--- src/hub_decoder_map.vh ---
/*
 Constants for the hub address decoder: register offsets, field
 positions, reset values and fixed window bases.
 Assumes inclusion by bare name; definitions only.
*/
`ifndef HUB_DECODER_MAP_VH
`define HUB_DECODER_MAP_VH

`define OFS_GMEM_CS0 12'h098
`define OFS_GMEM_CS1 12'h0a8
`define OFS_GMEM_CS2 12'h208
`define OFS_GMEM_CS3 12'h248
`define GMEM_EN_BIT 0
`define GMEM_BASE_HI 31
`define GMEM_BASE_LO 16
`define GMEM_RESET 32'h00000000

`define FLASH_EN_E_SEG 6
`define FLASH_EN_F_SEG 7
`define FLASH_EN_512_LO 8
`define FLASH_EN_1M_LO 0

`define SEG_E_BASE 16'h000e
`define SEG_F_BASE 16'h000f
`define FLASH_512_BASE 13'h1ff8
`define FLASH_1M_BASE 12'hff4
`define FLASH_TOP_BASE 13'h1fff
`define FLASH_TOP_ALIAS 13'h1ff7
`define IRQ_RTR_PAGE 12'hfec
`define IRQ_RTR_LAST 8'h40
`define PORT_IRQ_BASE 17'h1fd82
`define PATCH_BASE 12'hfef
`define TIMER_BASE 20'hfed00
`define TRUST_BASE 17'h1fda8
`define FAB_ERR_BASE 18'h3fb53
`define NODEC_BASE 19'h7f6b0

`define IO_PAR_SIZE_LOG 3
`define IO_SATA_SIZE_LOG 4

`define TGT_NONE 4'h0
`define TGT_ABORT 4'h1
`define TGT_FLASH 4'h2
`define TGT_ESPI_CS0 4'h3
`define TGT_ESPI_CS1 4'h4
`define TGT_ESPI_CS2 4'h5
`define TGT_ESPI_CS3 4'h6
`define TGT_SATA 4'h7
`define TGT_IRQ_RTR 4'h8
`define TGT_ROOT_PORT 4'h9
`define TGT_TIMER 4'ha
`define TGT_SEC_ENG 4'hb
`define TGT_FAB_ERR 4'hc
`define TGT_ESPI_LEGACY 4'hd

`endif

--- src/hub_address_decoder.v ---
/*
 Address decoder of the platform hub: steers upstream I/O and memory
 cycles to one internal target and applies boot-block swapping.
 Assumes one cycle presented per clock with a valid strobe, and
 configuration bits held steady by software while cycles run.
*/
// What this block does
// - No overlap checks against fixed I/O
// - Legacy 8-byte port windows go to eSPI
// - Storage index/data 16-byte window to SATA
// - Unclaimed upstream memory cycle is aborted
// - Root-port memory decoded outside bridge windows
// - E and F segments gated by bits 6,7
// - Bits 8-14 gate 512KB flash window pairs
// - Bits 0-3 gate 1MB flash window pairs
// - Top flash windows always decode to flash
// - Interrupt router window placed and enabled
// - Per-port 32KB interrupt windows when enabled
// - Patch region to flash when enabled
// - Event timer in one of four slots
// - Trusted window to flash or engine by strap
// - Fabric error range always decoded
// - FED60000-FED61FFF never positively decoded
// - Generic 64KB memory windows, bit0 enable
// - Swap strap inverts flash lines per block size
// - Swap off passes flash address unchanged
// - Block sizes 64KB-1MB; others reserved
`timescale 1ns/1ps
`include "hub_decoder_map.vh"
module hub_address_decoder (
  input wire core_clk,
  input wire rst_n,
  input wire cyc_valid,
  input wire cyc_is_io,
  input wire cyc_from_root_port,
  input wire [31:0] cyc_addr,
  input wire cfg_wr,
  input wire [11:0] cfg_addr,
  input wire [31:0] cfg_wdata,
  input wire cfg_rd,
  output reg [31:0] cfg_rdata,
  input wire [14:0] flash_decode_enable,
  input wire [7:0] irq_router_range_select,
  input wire irq_router_window_enable,
  input wire [6:0] port_irq_window_enable,
  input wire patch_region_enable,
  input wire [1:0] event_timer_slot,
  input wire trust_to_security_engine,
  input wire boot_swap_strap,
  input wire [2:0] swap_block_size,
  input wire [1:0] par_port_sel,
  input wire par_port_en,
  input wire [2:0] ser1_sel,
  input wire ser1_en,
  input wire [2:0] ser2_sel,
  input wire ser2_en,
  input wire ser3_sel,
  input wire ser3_en,
  input wire [15:0] io_par_bases,
  input wire [127:0] io_ser_bases,
  input wire [31:0] io_ser3_bases,
  input wire [111:0] gen_io_base,
  input wire [55:0] gen_io_mask,
  input wire [6:0] gen_io_en,
  input wire [15:0] sata_io_base,
  input wire sata_io_en,
  input wire [15:0] bridge_mem_base,
  input wire [15:0] bridge_mem_limit,
  input wire bridge_mem_en,
  output reg out_valid,
  output reg [3:0] out_target,
  output reg [31:0] out_addr
);

  reg [31:0] gmem [0:3];
  reg [3:0] next_target;
  reg [31:0] next_addr;
  reg [31:0] swap_mask;
  wire [15:0] io_a = cyc_addr[15:0];
  wire [6:0] gen_hit;
  wire [3:0] gmem_hit;

  function [2:0] gmem_index;
    input [11:0] a;
    begin
      case (a)
        `OFS_GMEM_CS0: gmem_index = 3'b100;
        `OFS_GMEM_CS1: gmem_index = 3'b101;
        `OFS_GMEM_CS2: gmem_index = 3'b110;
        `OFS_GMEM_CS3: gmem_index = 3'b111;
        default: gmem_index = 3'b000;
      endcase
    end
  endfunction

  function io8_hit;
    input [15:0] a;
    input [15:0] b;
    begin
      io8_hit = (a[15:`IO_PAR_SIZE_LOG] == b[15:`IO_PAR_SIZE_LOG]);
    end
  endfunction

  wire [2:0] gdec = gmem_index(cfg_addr);

  // Generic memory window registers
  always @(posedge core_clk or negedge rst_n)
  begin
    if (!rst_n)
    begin
      gmem[0] <= `GMEM_RESET;
      gmem[1] <= `GMEM_RESET;
      gmem[2] <= `GMEM_RESET;
      gmem[3] <= `GMEM_RESET;
    end
    else if (cfg_wr && gdec[2])
      gmem[gdec[1:0]] <= cfg_wdata;
  end

  always @(posedge core_clk or negedge rst_n)
  begin
    if (!rst_n)
      cfg_rdata <= 32'h00000000;
    else if (cfg_rd)
      cfg_rdata <= gdec[2] ? gmem[gdec[1:0]] : 32'h00000000;
  end

  genvar gi;
  generate
    for (gi = 0; gi < 7; gi = gi + 1)
    begin : g_io
      // Mask bits set mark address bits ignored (size 4-256)
      assign gen_hit[gi] = gen_io_en[gi] &&
        (((io_a ^ gen_io_base[gi*16 +: 16]) &
          ~{8'h00, gen_io_mask[gi*8 +: 8] | 8'h03}) == 16'h0000);
    end
    for (gi = 0; gi < 4; gi = gi + 1)
    begin : g_mem
      assign gmem_hit[gi] = gmem[gi][`GMEM_EN_BIT] &&
        (cyc_addr[31:16] ==
         gmem[gi][`GMEM_BASE_HI:`GMEM_BASE_LO]);
    end
  endgenerate

  // Boot-block swap mask
  always @*
  begin
    swap_mask = 32'h00000000;
    if (boot_swap_strap)
    begin
      case (swap_block_size)
        3'b000: swap_mask = 32'h00010000;
        3'b001: swap_mask = 32'h00020000;
        3'b010: swap_mask = 32'h00040000;
        3'b011: swap_mask = 32'h00080000;
        3'b100: swap_mask = 32'h00100000;
        default: swap_mask = 32'h00000000;
      endcase
    end
  end

  // Swap region is the top two blocks only
  wire in_swap = ((cyc_addr | ({swap_mask[30:0], 1'b0} - 32'h1)) ==
    32'hffffffff) && (swap_mask != 32'h0);

  // Decode with priority; one outcome per cycle
  always @*
  begin
    next_target = `TGT_NONE;
    next_addr = cyc_addr;
    if (cyc_is_io)
    begin
      // Overlap with fixed ranges is not checked
      if (par_port_en && io8_hit(io_a,
          {io_par_bases[par_port_sel*4 +: 4], 12'h000} |
          {4'h0, io_par_bases[par_port_sel*4 +: 4], 8'h00}))
        next_target = `TGT_ESPI_LEGACY;
      else if ((ser1_en && io8_hit(io_a, io_ser_bases[ser1_sel*16 +: 16]))
        || (ser2_en && io8_hit(io_a,
            io_ser_bases[ser2_sel*16 +: 16] ^ 16'h0100))
        || (ser3_en && io8_hit(io_a, io_ser3_bases[ser3_sel*16 +: 16])))
        next_target = `TGT_ESPI_LEGACY;
      else if (|gen_hit[3:0])
        next_target = `TGT_ESPI_CS0;
      else if (gen_hit[4])
        next_target = `TGT_ESPI_CS1;
      else if (gen_hit[5])
        next_target = `TGT_ESPI_CS2;
      else if (gen_hit[6])
        next_target = `TGT_ESPI_CS3;
      else if (sata_io_en && io_a[15:`IO_SATA_SIZE_LOG] ==
               sata_io_base[15:`IO_SATA_SIZE_LOG])
        next_target = `TGT_SATA;
    end
    else if (cyc_from_root_port)
    begin
      // Peer traffic inside bridge window is left alone
      if (!(bridge_mem_en && cyc_addr[31:16] >= bridge_mem_base &&
            cyc_addr[31:16] <= bridge_mem_limit))
        next_target = `TGT_ROOT_PORT;
    end
    else
    begin
      next_target = `TGT_ABORT;
      if (cyc_addr[31:13] == `NODEC_BASE)
        next_target = `TGT_ABORT;
      else if (cyc_addr[31:16] == `SEG_E_BASE)
      begin
        if (flash_decode_enable[`FLASH_EN_E_SEG])
          next_target = `TGT_FLASH;
      end
      else if (cyc_addr[31:16] == `SEG_F_BASE)
      begin
        if (flash_decode_enable[`FLASH_EN_F_SEG])
          next_target = `TGT_FLASH;
      end
      else if (cyc_addr[31:19] == `FLASH_TOP_BASE ||
               cyc_addr[31:19] == `FLASH_TOP_ALIAS)
      begin
        next_target = `TGT_FLASH;
        next_addr = cyc_addr ^ (in_swap ? swap_mask : 32'h0);
      end
      else if (cyc_addr[31:23] == 9'h1ff &&
               cyc_addr[22:19] != 4'hf &&
               flash_decode_enable[`FLASH_EN_512_LO +
                 {29'h0, cyc_addr[21:19]}])
        next_target = `TGT_FLASH;
      else if (cyc_addr[31:23] == 9'h1fe &&
               flash_decode_enable[`FLASH_EN_1M_LO +
                 {30'h0, cyc_addr[21:20]}])
        next_target = `TGT_FLASH;
      else if (cyc_addr[31:20] == `PATCH_BASE)
      begin
        if (patch_region_enable)
          next_target = `TGT_FLASH;
      end
      else if (cyc_addr[31:20] == `IRQ_RTR_PAGE &&
               cyc_addr[19:12] == irq_router_range_select &&
               cyc_addr[11:0] <= {4'h0, `IRQ_RTR_LAST} &&
               irq_router_window_enable)
        next_target = `TGT_IRQ_RTR;
      else if (cyc_addr[31:20] == `IRQ_RTR_PAGE &&
               cyc_addr[19:15] >= 5'h02 && cyc_addr[19:15] <= 5'h08 &&
               port_irq_window_enable[cyc_addr[17:15] - 3'h2])
        next_target = `TGT_ROOT_PORT;
      else if (cyc_addr[31:12] == `TIMER_BASE + {18'h0, event_timer_slot}
               && cyc_addr[11:10] == 2'b00)
        next_target = `TGT_TIMER;
      else if (cyc_addr[31:15] == `TRUST_BASE)
        next_target = trust_to_security_engine ?
          `TGT_SEC_ENG : `TGT_FLASH;
      else if (cyc_addr[31:14] == `FAB_ERR_BASE)
        next_target = `TGT_FAB_ERR;
      else if (gmem_hit[0])
        next_target = `TGT_ESPI_CS0;
      else if (gmem_hit[1])
        next_target = `TGT_ESPI_CS1;
      else if (gmem_hit[2])
        next_target = `TGT_ESPI_CS2;
      else if (gmem_hit[3])
        next_target = `TGT_ESPI_CS3;
    end
  end

  // Registered single outcome
  always @(posedge core_clk or negedge rst_n)
  begin
    if (!rst_n)
    begin
      out_valid <= 1'b0;
      out_target <= `TGT_NONE;
      out_addr <= 32'h00000000;
    end
    else
    begin
      out_valid <= cyc_valid;
      out_target <= cyc_valid ? next_target : `TGT_NONE;
      out_addr <= next_addr;
    end
  end

endmodule

--- config.mk ---
export PLATFORM = sky130hd
export DESIGN_NAME = hub_address_decoder
export DESIGN_NICKNAME = d
export VERILOG_FILES = /design/src/hub_address_decoder.v
export VERILOG_INCLUDE_DIRS = /design/src
export SDC_FILE = /design/constraint.sdc
export NUM_CORES = 1
export LEC_CHECK = 0
export BUFFER_PORTS_ARGS = -buffer_cell sky130_fd_sc_hd__buf_2
export CAP_MARGIN = 25
export CELL_PAD_IN_SITES_DETAIL_PLACEMENT = 0
export CELL_PAD_IN_SITES_GLOBAL_PLACEMENT = 1
export CORE_AREA = 4 4 232 234
export DETAILED_ROUTE_END_ITERATION = 12
export DIE_AREA = 0 0 236 238
export GPL_ROUTABILITY_DRIVEN = 0
export HOLD_SLACK_MARGIN = 0.05
export MAX_ROUTING_LAYER = met4
export PLACE_DENSITY_LB_ADDON = 0.08
export SYNTH_ARGS = -nofsm -noshare
export SYNTH_HDL_FRONTEND = slang
export SYNTH_SLANG_ARGS = --single-unit
--- constraint.sdc ---
create_clock -name core_clk -period 1.71 [get_ports core_clk]
set_clock_uncertainty 0.05 [all_clocks]
set_input_delay 0 -clock core_clk [delete_from_list [all_inputs] [get_ports core_clk]]
set_output_delay 0 -clock core_clk [all_outputs]
set_load 0.01 [all_outputs]
==> results of run 1 <==
where the power goes:
group	internal, W	switching [W]	total, W
clock network	0.00239	0.00203	0.00442
logic	0.00165	0.00154	0.00319
registers	0.00472	0.0000304	0.00475
metrics by stage:
stage	total power [W]	setup WS, ps
after detailed placement	0.007859	-1199
final	0.01236	-429.4
after global placement	0.007845	-1209
after floorplan	0.006196	-239.5
after CTS	0.01248	-472.2
after global routing	0.01293	-537.5
placed cells by master (no fill, tap or decap), types with 6 or more instances in the layout:
cell type      netlist  layout
clkbuf_16            0      17
mux4_2              51      53
nand4_1             35      35
nand3_1             28      23
nor3b_1             35      34
inv_1               69      69
mux2_2             130     129
diode_2              0       6
mux2i_1             37      36
o211ai_1            10      10
nand3b_1             7       7
nor2b_1             14      13
nor4_1              26      20
buf_2               31     537
xor2_1              78      77
nor4_2               1       6
a21oi_1             48      47
buf_12               0      33
dlygate4sd3_1        0      70
xnor2_1            144     144
dfrtp_1            197     197
o21ai_0              9       9
a221oi_1            33      30
o22ai_1             45      45
or3_1                8       7
nor3_1              14      10
nor2_1              72      68
ha_1                39      37
nand2_1             41      41
buf_4                4     280
nand2b_1             8       8
registers in the layout (all words and copies together) (netlist names):
signal	count
gmem	128
cfg_rdata	32
out_addr	32
out_target	4
out_valid	1
area by class of cell:
cell class | instances | area, sq um
inverters | 69 | 259.0
fillers | 5254 | 30290
flip-flops and latches | 197 | 4930
clock inverters | 13 | 187.7
well taps | 688 | 860.8
repair buffers | 925 | 6213
diodes | 6 | 15.01
multi-input cells | 992 | 8826
clock buffers | 18 | 439.2
worst max-delay path, delay by kind of cell (launching register included):
kind,cells,cell delay (ps)
compound gates,5,840
xor+xnor,1,170
buf+inv,1,170
flops,1,390
simple gates,2,410
cells by family after synthesis:
| kind of cell | share of synthesized area |
|---|---|
| simple gates | 0.1223 |
| xor+xnor | 0.1368 |
| mux | 0.2154 |
| flops | 0.3468 |
| compound gates | 0.09437 |
| buf+inv | 0.05000 |
| fa+ha+maj | 0.03433 |
timing repair:
item,4_1_cts,5_1_grt
setup endpoints to repair,4,18
gates resized for setup,18,29
endpoints found under the hold margin,392,1
hold buffers,70,1
buffers inserted,2,4
pin swaps,10,19
path summary, 6_finish.rpt:
path                                       from                        end  slack (ps)  cells past startpoint
setup / recovery           gmem[92]$_DFFE_PN0P_    out_target[0]$_DFF_PN0_        -430                      9
hold / removal                            rst_n  cfg_rdata[24]$_DFFE_PN0P_          60                      2
setup reg to reg           gmem[92]$_DFFE_PN0P_    out_target[0]$_DFF_PN0_        -430                      9
hold reg to reg            gmem[34]$_DFFE_PN0P_       gmem[34]$_DFFE_PN0P_         450                      1
max in group asynchronous                 rst_n       gmem[17]$_DFFE_PN0P_         890                      3
min in group core_clk        cyc_from_root_port    out_target[2]$_DFF_PN0_          70                      5
metal layers:
layer,vias up,global-route usage
met5,-,-
met4,0,0.03915
met3,39,0.04057
met2,464,0.3778
met1,7011,0.3205
li1,6641,-
==> out/results.ini, run 1 <==
[synth]
synthCells=1357
synth_warnings=0
async_reset_ff_frac=1.000
synth_edf_count=0
synth_area_sq_um=14210
synth_ff_type=dfrtp_1
yosys.cell_types.count=66
yosysMostFrequentCell=dfrtp_1
synth_nets=1932
ys_top_cells_by_count=dfrtp_1 (197), xnor2_1 (144), mux2_2 (130)
synth_top_area_share=0.3468
synth-seq-area-share=0.3468
synth_top_area_cell=dfrtp_1
ys_top_cells_by_area=dfrtp_1 (35%), mux2_2 (10%), xnor2_1 (8.9%)
syn_area_per_cell_sq_um=10.47
ys_ff_latch=197

[floorplan]
row_count=84
die_y_um=238
die_w_um=236
die_area_sq_um=56170
io_pins=605
coreArea_sq_um=52020
initial_core_util=0.2732

[timing]
tightest_slew_ps=560.1
fin_ws_ps=-429.4
tns_ps=-1370
rsz0062_at_grt=true
max_freq_ghz=0.4674
hold_viol=0
setup_viol=4
timing.final.crit_share=1.251
period_minus_slack_ps=2139
maxSlewViolCount=0
hold_slack_ps=55.84
max_slew_margin=0.6266

[power_and_ir_drop]
power_leakage_nw=10.42
ir_drop_mv=0.4734
power.density_nw_per_um2=568.8

[run_status]
run_status=complete, but fails checks
violations=setup timing

[clocking]
clkSinkCount=197
clkLatencyLatePin_ps=450
cts_buffers=17
cts_tree=yes
cts.clk_slew.worst_paths_ps=80
cts_root_buffer=clkbuf_16
clockBufferDepth=2
h-tree-depth=4

[layout]
final_util=0.4177
drive_gt1_frac=0.5036
nNetsFinal=2777
final_cells=2908
final_cell_area_sq_um=21730
areaGrowthSynthToFinish_pct=52.89

[critical_path]
crit_slowest_cell=dfrtp_1
worstPathMaxFanout=3
end_kind=flip-flop
cp.arrival_ps=2420
path_cells=xor2_1 -> nor4_2 -> buf_4 -> nand3_2 -> o21a_1 -> a31oi_1 -> o221ai_1 -> a21oi_2 -> a211oi_2
crit_path_max_incr_delay_ps=390
cp.required_ps=1990
critPathLaunchType=flip-flop
worstSetupPathType=reg2reg

[detailed_routing]
drc=0
drt_iter0_markers=727
avgRoutedWirePerCell_um=22.90
wl_met2_um=31210
met3_length_um=3713
via_count=14160
highest_layer=met4
m1WireLength_um=30860
wl_um=66590
ant_nets=0
vias_per_cell=4.868
drt-pass1-iter-count=5

[global_routing]
grt_max_degree=57
grt_pass1_vias=14930
grt-ovfl-total=0
grt_antenna_before_repair=9
grt_pass1_wl_um=97790
grt_usage=0.2357

[placement]
placed_area_sq_um=20110
io_buffers=540
dp_hpwl_um=54490
dp.cells=2795

[job]
cap_violations=0

[worst_hold_path]
hp-class=in2async

Note: power is estimated with default switching activity, not from simulation.
==> inputs of run 2 (changes only) <==
--- a/config.mk
+++ b/config.mk
@@ -6,13 +6,14 @@
 export SDC_FILE = /design/constraint.sdc
 export NUM_CORES = 1
 export LEC_CHECK = 0
+export ABC_CLOCK_PERIOD_IN_PS = 1710
 export BUFFER_PORTS_ARGS = -buffer_cell sky130_fd_sc_hd__buf_2
 export CAP_MARGIN = 25
 export CELL_PAD_IN_SITES_DETAIL_PLACEMENT = 0
 export CELL_PAD_IN_SITES_GLOBAL_PLACEMENT = 1
-export CORE_AREA = 4 4 232 234
+export CORE_AREA = 2 2 237 239
 export DETAILED_ROUTE_END_ITERATION = 12
-export DIE_AREA = 0 0 236 238
+export DIE_AREA = 0 0 239 241
 export GPL_ROUTABILITY_DRIVEN = 0
 export HOLD_SLACK_MARGIN = 0.05
 export MAX_ROUTING_LAYER = met4
==> run 2 against run 1 <==
  * The flow still finishes with violations (setup timing)
  * Sequential share of layout area fell by 0.18 points
  * Wire length is 2.9% lower
  * Critical path type unchanged
  * Critical endpoint is now out_target[1]$_DFF_PN0_
  * Sequential power about the same
  * Die area grew 2.5%
  * Largest power group unchanged
  * Total power grew 0.25%
  * Sequential cell count unchanged
==> out/results.ini, run 2 (synthesis gave the netlist of run 1 again) <==
[placement]
dp.cells=2816  ; +0.75%
dp_hpwl_um=52890  ; -2.9%
placed_area_sq_um=20200  ; +0.41%
io_buffers=540  ; unchanged

[global_routing]
grt_pass1_vias=14970  ; +0.23%
grt-ovfl-total=0  ; unchanged
grt_usage=0.2301  ; -0.005544
grt_max_degree=47  ; -18%
grt_pass1_wl_um=95130  ; -2.7%
grt_antenna_before_repair=23  ; +14

[timing]
maxSlewViolCount=0  ; unchanged
period_minus_slack_ps=2214  ; +74.95 ps
setup_viol=4  ; unchanged
max_slew_margin=0.3989  ; -0.2277
tightest_slew_ps=889.2  ; +329.1 ps
fin_ws_ps=-504.3  ; -74.95 ps
timing.final.crit_share=1.295  ; +0.04383
max_freq_ghz=0.4516  ; -3.4%
hold_viol=0  ; unchanged
hold_slack_ps=90.85  ; +35.01 ps
rsz0062_at_grt=true

[detailed_routing]
drt-pass1-iter-count=5  ; unchanged
avgRoutedWirePerCell_um=21.88  ; -4.4%
vias_per_cell=4.755  ; -2.3%
via_count=14050  ; -0.78%
ant_nets=0  ; unchanged
drc=0  ; unchanged
wl_um=64640  ; -2.9%
drt_iter0_markers=607  ; -17%

[critical_path]
cp.required_ps=2030  ; +40 ps
critPathLaunchType=flip-flop
end_kind=flip-flop
cp.arrival_ps=2530  ; +110 ps
worstPathMaxFanout=2  ; -1
worstSetupPathType=reg2reg
rr_worst_depth=9  ; unchanged

[floorplan]
die_area_sq_um=57600  ; +2.5%
die_y_um=241  ; +1.3%
die_w_um=239  ; +1.3%
row_count=86  ; +2.4%
initial_core_util=0.2590  ; -0.01420
coreArea_sq_um=54880  ; +5.5%
io_pins=605  ; unchanged

[power_and_ir_drop]
power.density_nw_per_um2=565.7  ; -0.55%
power_leakage_nw=10.45  ; +0.35%
ir_drop_mv=0.7877  ; +66%

[layout]
nNetsFinal=2791  ; +0.50%
final_common_cell=buf_2
top_register=gmem
reg.largest.list=gmem: 128 flops, cfg_rdata: 32 flops, out_addr: 32 flops
final_cells=2954  ; +1.6%
final_cell_area_sq_um=21900  ; +0.80%
largest_register_ffs=128  ; unchanged
drive_gt1_frac=0.5016  ; -0.002043
final_cell_mix=buf_2 (538), buf_4 (283), dfrtp_1 (197)
areaGrowthSynthToFinish_pct=54.11

[clocking]
h-tree-depth=4  ; unchanged
clkLatencyLatePin_ps=490  ; +40 ps
cts_tree=yes
clockBufferDepth=2  ; unchanged
cts.clk_slew.worst_paths_ps=80  ; about the same
clkSinkCount=197  ; unchanged
cts_root_buffer=clkbuf_16
cts_buffers=17  ; unchanged

[run_status]
run_status=complete, but fails checks
violations=setup timing

[worst_hold_path]
holdPathStages=7
hp-class=in2reg

[job]
cap_violations=0  ; unchanged

-- run 2: changes by cell type in the layout (fill, tap and decap cells not counted), sizes merged --
| cell | before | now |
|---|---|---|
| buf | 854 | 859 |
| bufinv | 3 | 0 |
| inv | 74 | 75 |
| clkinvlp | 1 | 0 |
| clkinv | 4 | 9 |
| diode | 6 | 21 |
| dlymetal6s2s | 0 | 1 |
| dlygate4sd3 | 70 | 77 |
-- run 2: final timing paths --
path                                           start                        end  slack (ps)
worst max-delay path            gmem[56]$_DFFE_PN0P_    out_target[1]$_DFF_PN0_        -500
max in group asynchronous                      rst_n  cfg_rdata[15]$_DFFE_PN0P_         410
worst min register to register  gmem[33]$_DFFE_PN0P_       gmem[33]$_DFFE_PN0P_         460
min in group asynchronous                      rst_n     out_addr[29]$_DFF_PN0_         510
worst max register to register  gmem[56]$_DFFE_PN0P_    out_target[1]$_DFF_PN0_        -500
worst min-delay path                 gen_io_base[93]    out_target[2]$_DFF_PN0_          90
-- run 2: routing by layer --
metal	GRT usage	part of all wire	up-vias
li1	-	-	6716
met1	0.2973	0.46	6897
met2	0.3699	0.47	393
met3	0.04621	0.051	39
met4	0.05625	0.014	0
met5	-	0	-
-- run 2: stage by stage --
stage	utilization	total power (W)	TNS, ps	setup WS (ps)
2_1_floorplan	-	0.006196	-1654	-239.5
6_report	0.3992	0.01239	-1525	-504.3
3_3_place_gp	0.3680	0.007863	-36320	-1104
4_1_cts	0.3970	0.01258	-2476	-498.5
5_1_grt	0.3992	0.01300	-2074	-630.0
3_5_place_dp	0.3680	0.007878	-34410	-1148
-- run 2: area by class of cell --
class                   instances  area, sq um
clock inverters                15        221.5
fillers                      5577        32970
well taps                     704        880.8
clock buffers                  17        425.4
repair buffers                939         6365
multi-input cells             992         8771
diodes                         21        52.55
flip-flops and latches        197         4930
inverters                      69        259.0
-- run 2: power breakdown --
part	switching [W]	leakage, nW	total (W)	internal [W]
registers	0.0000273	2.67	0.00475	0.00472
clock network	0.00238	0.309	0.00443	0.00205
logic	0.00152	7.47	0.00322	0.00169
-- run 2: what timing repair did --
| action | in CTS | in global routing |
|---|---|---|
| endpoints found under the setup margin | 4 | 10 |
| hold buffers | 78 | 1 |
| endpoints found under the hold margin | 370 | 2 |
| gates resized for setup | 25 | 16 |
| pin swaps | 15 | 16 |
| setup buffers | 5 | 2 |
-- run 2: worst max-delay path, cell delays in order (launching register included) --
cell	delay [ps]
dfrtp_1	400
xor2_1	160
nor4_2	360
buf_4	180
nand3_4	70
or3_4	410
nand4_1	120
a211o_1	130
nand2_1	50
o21a_1	170
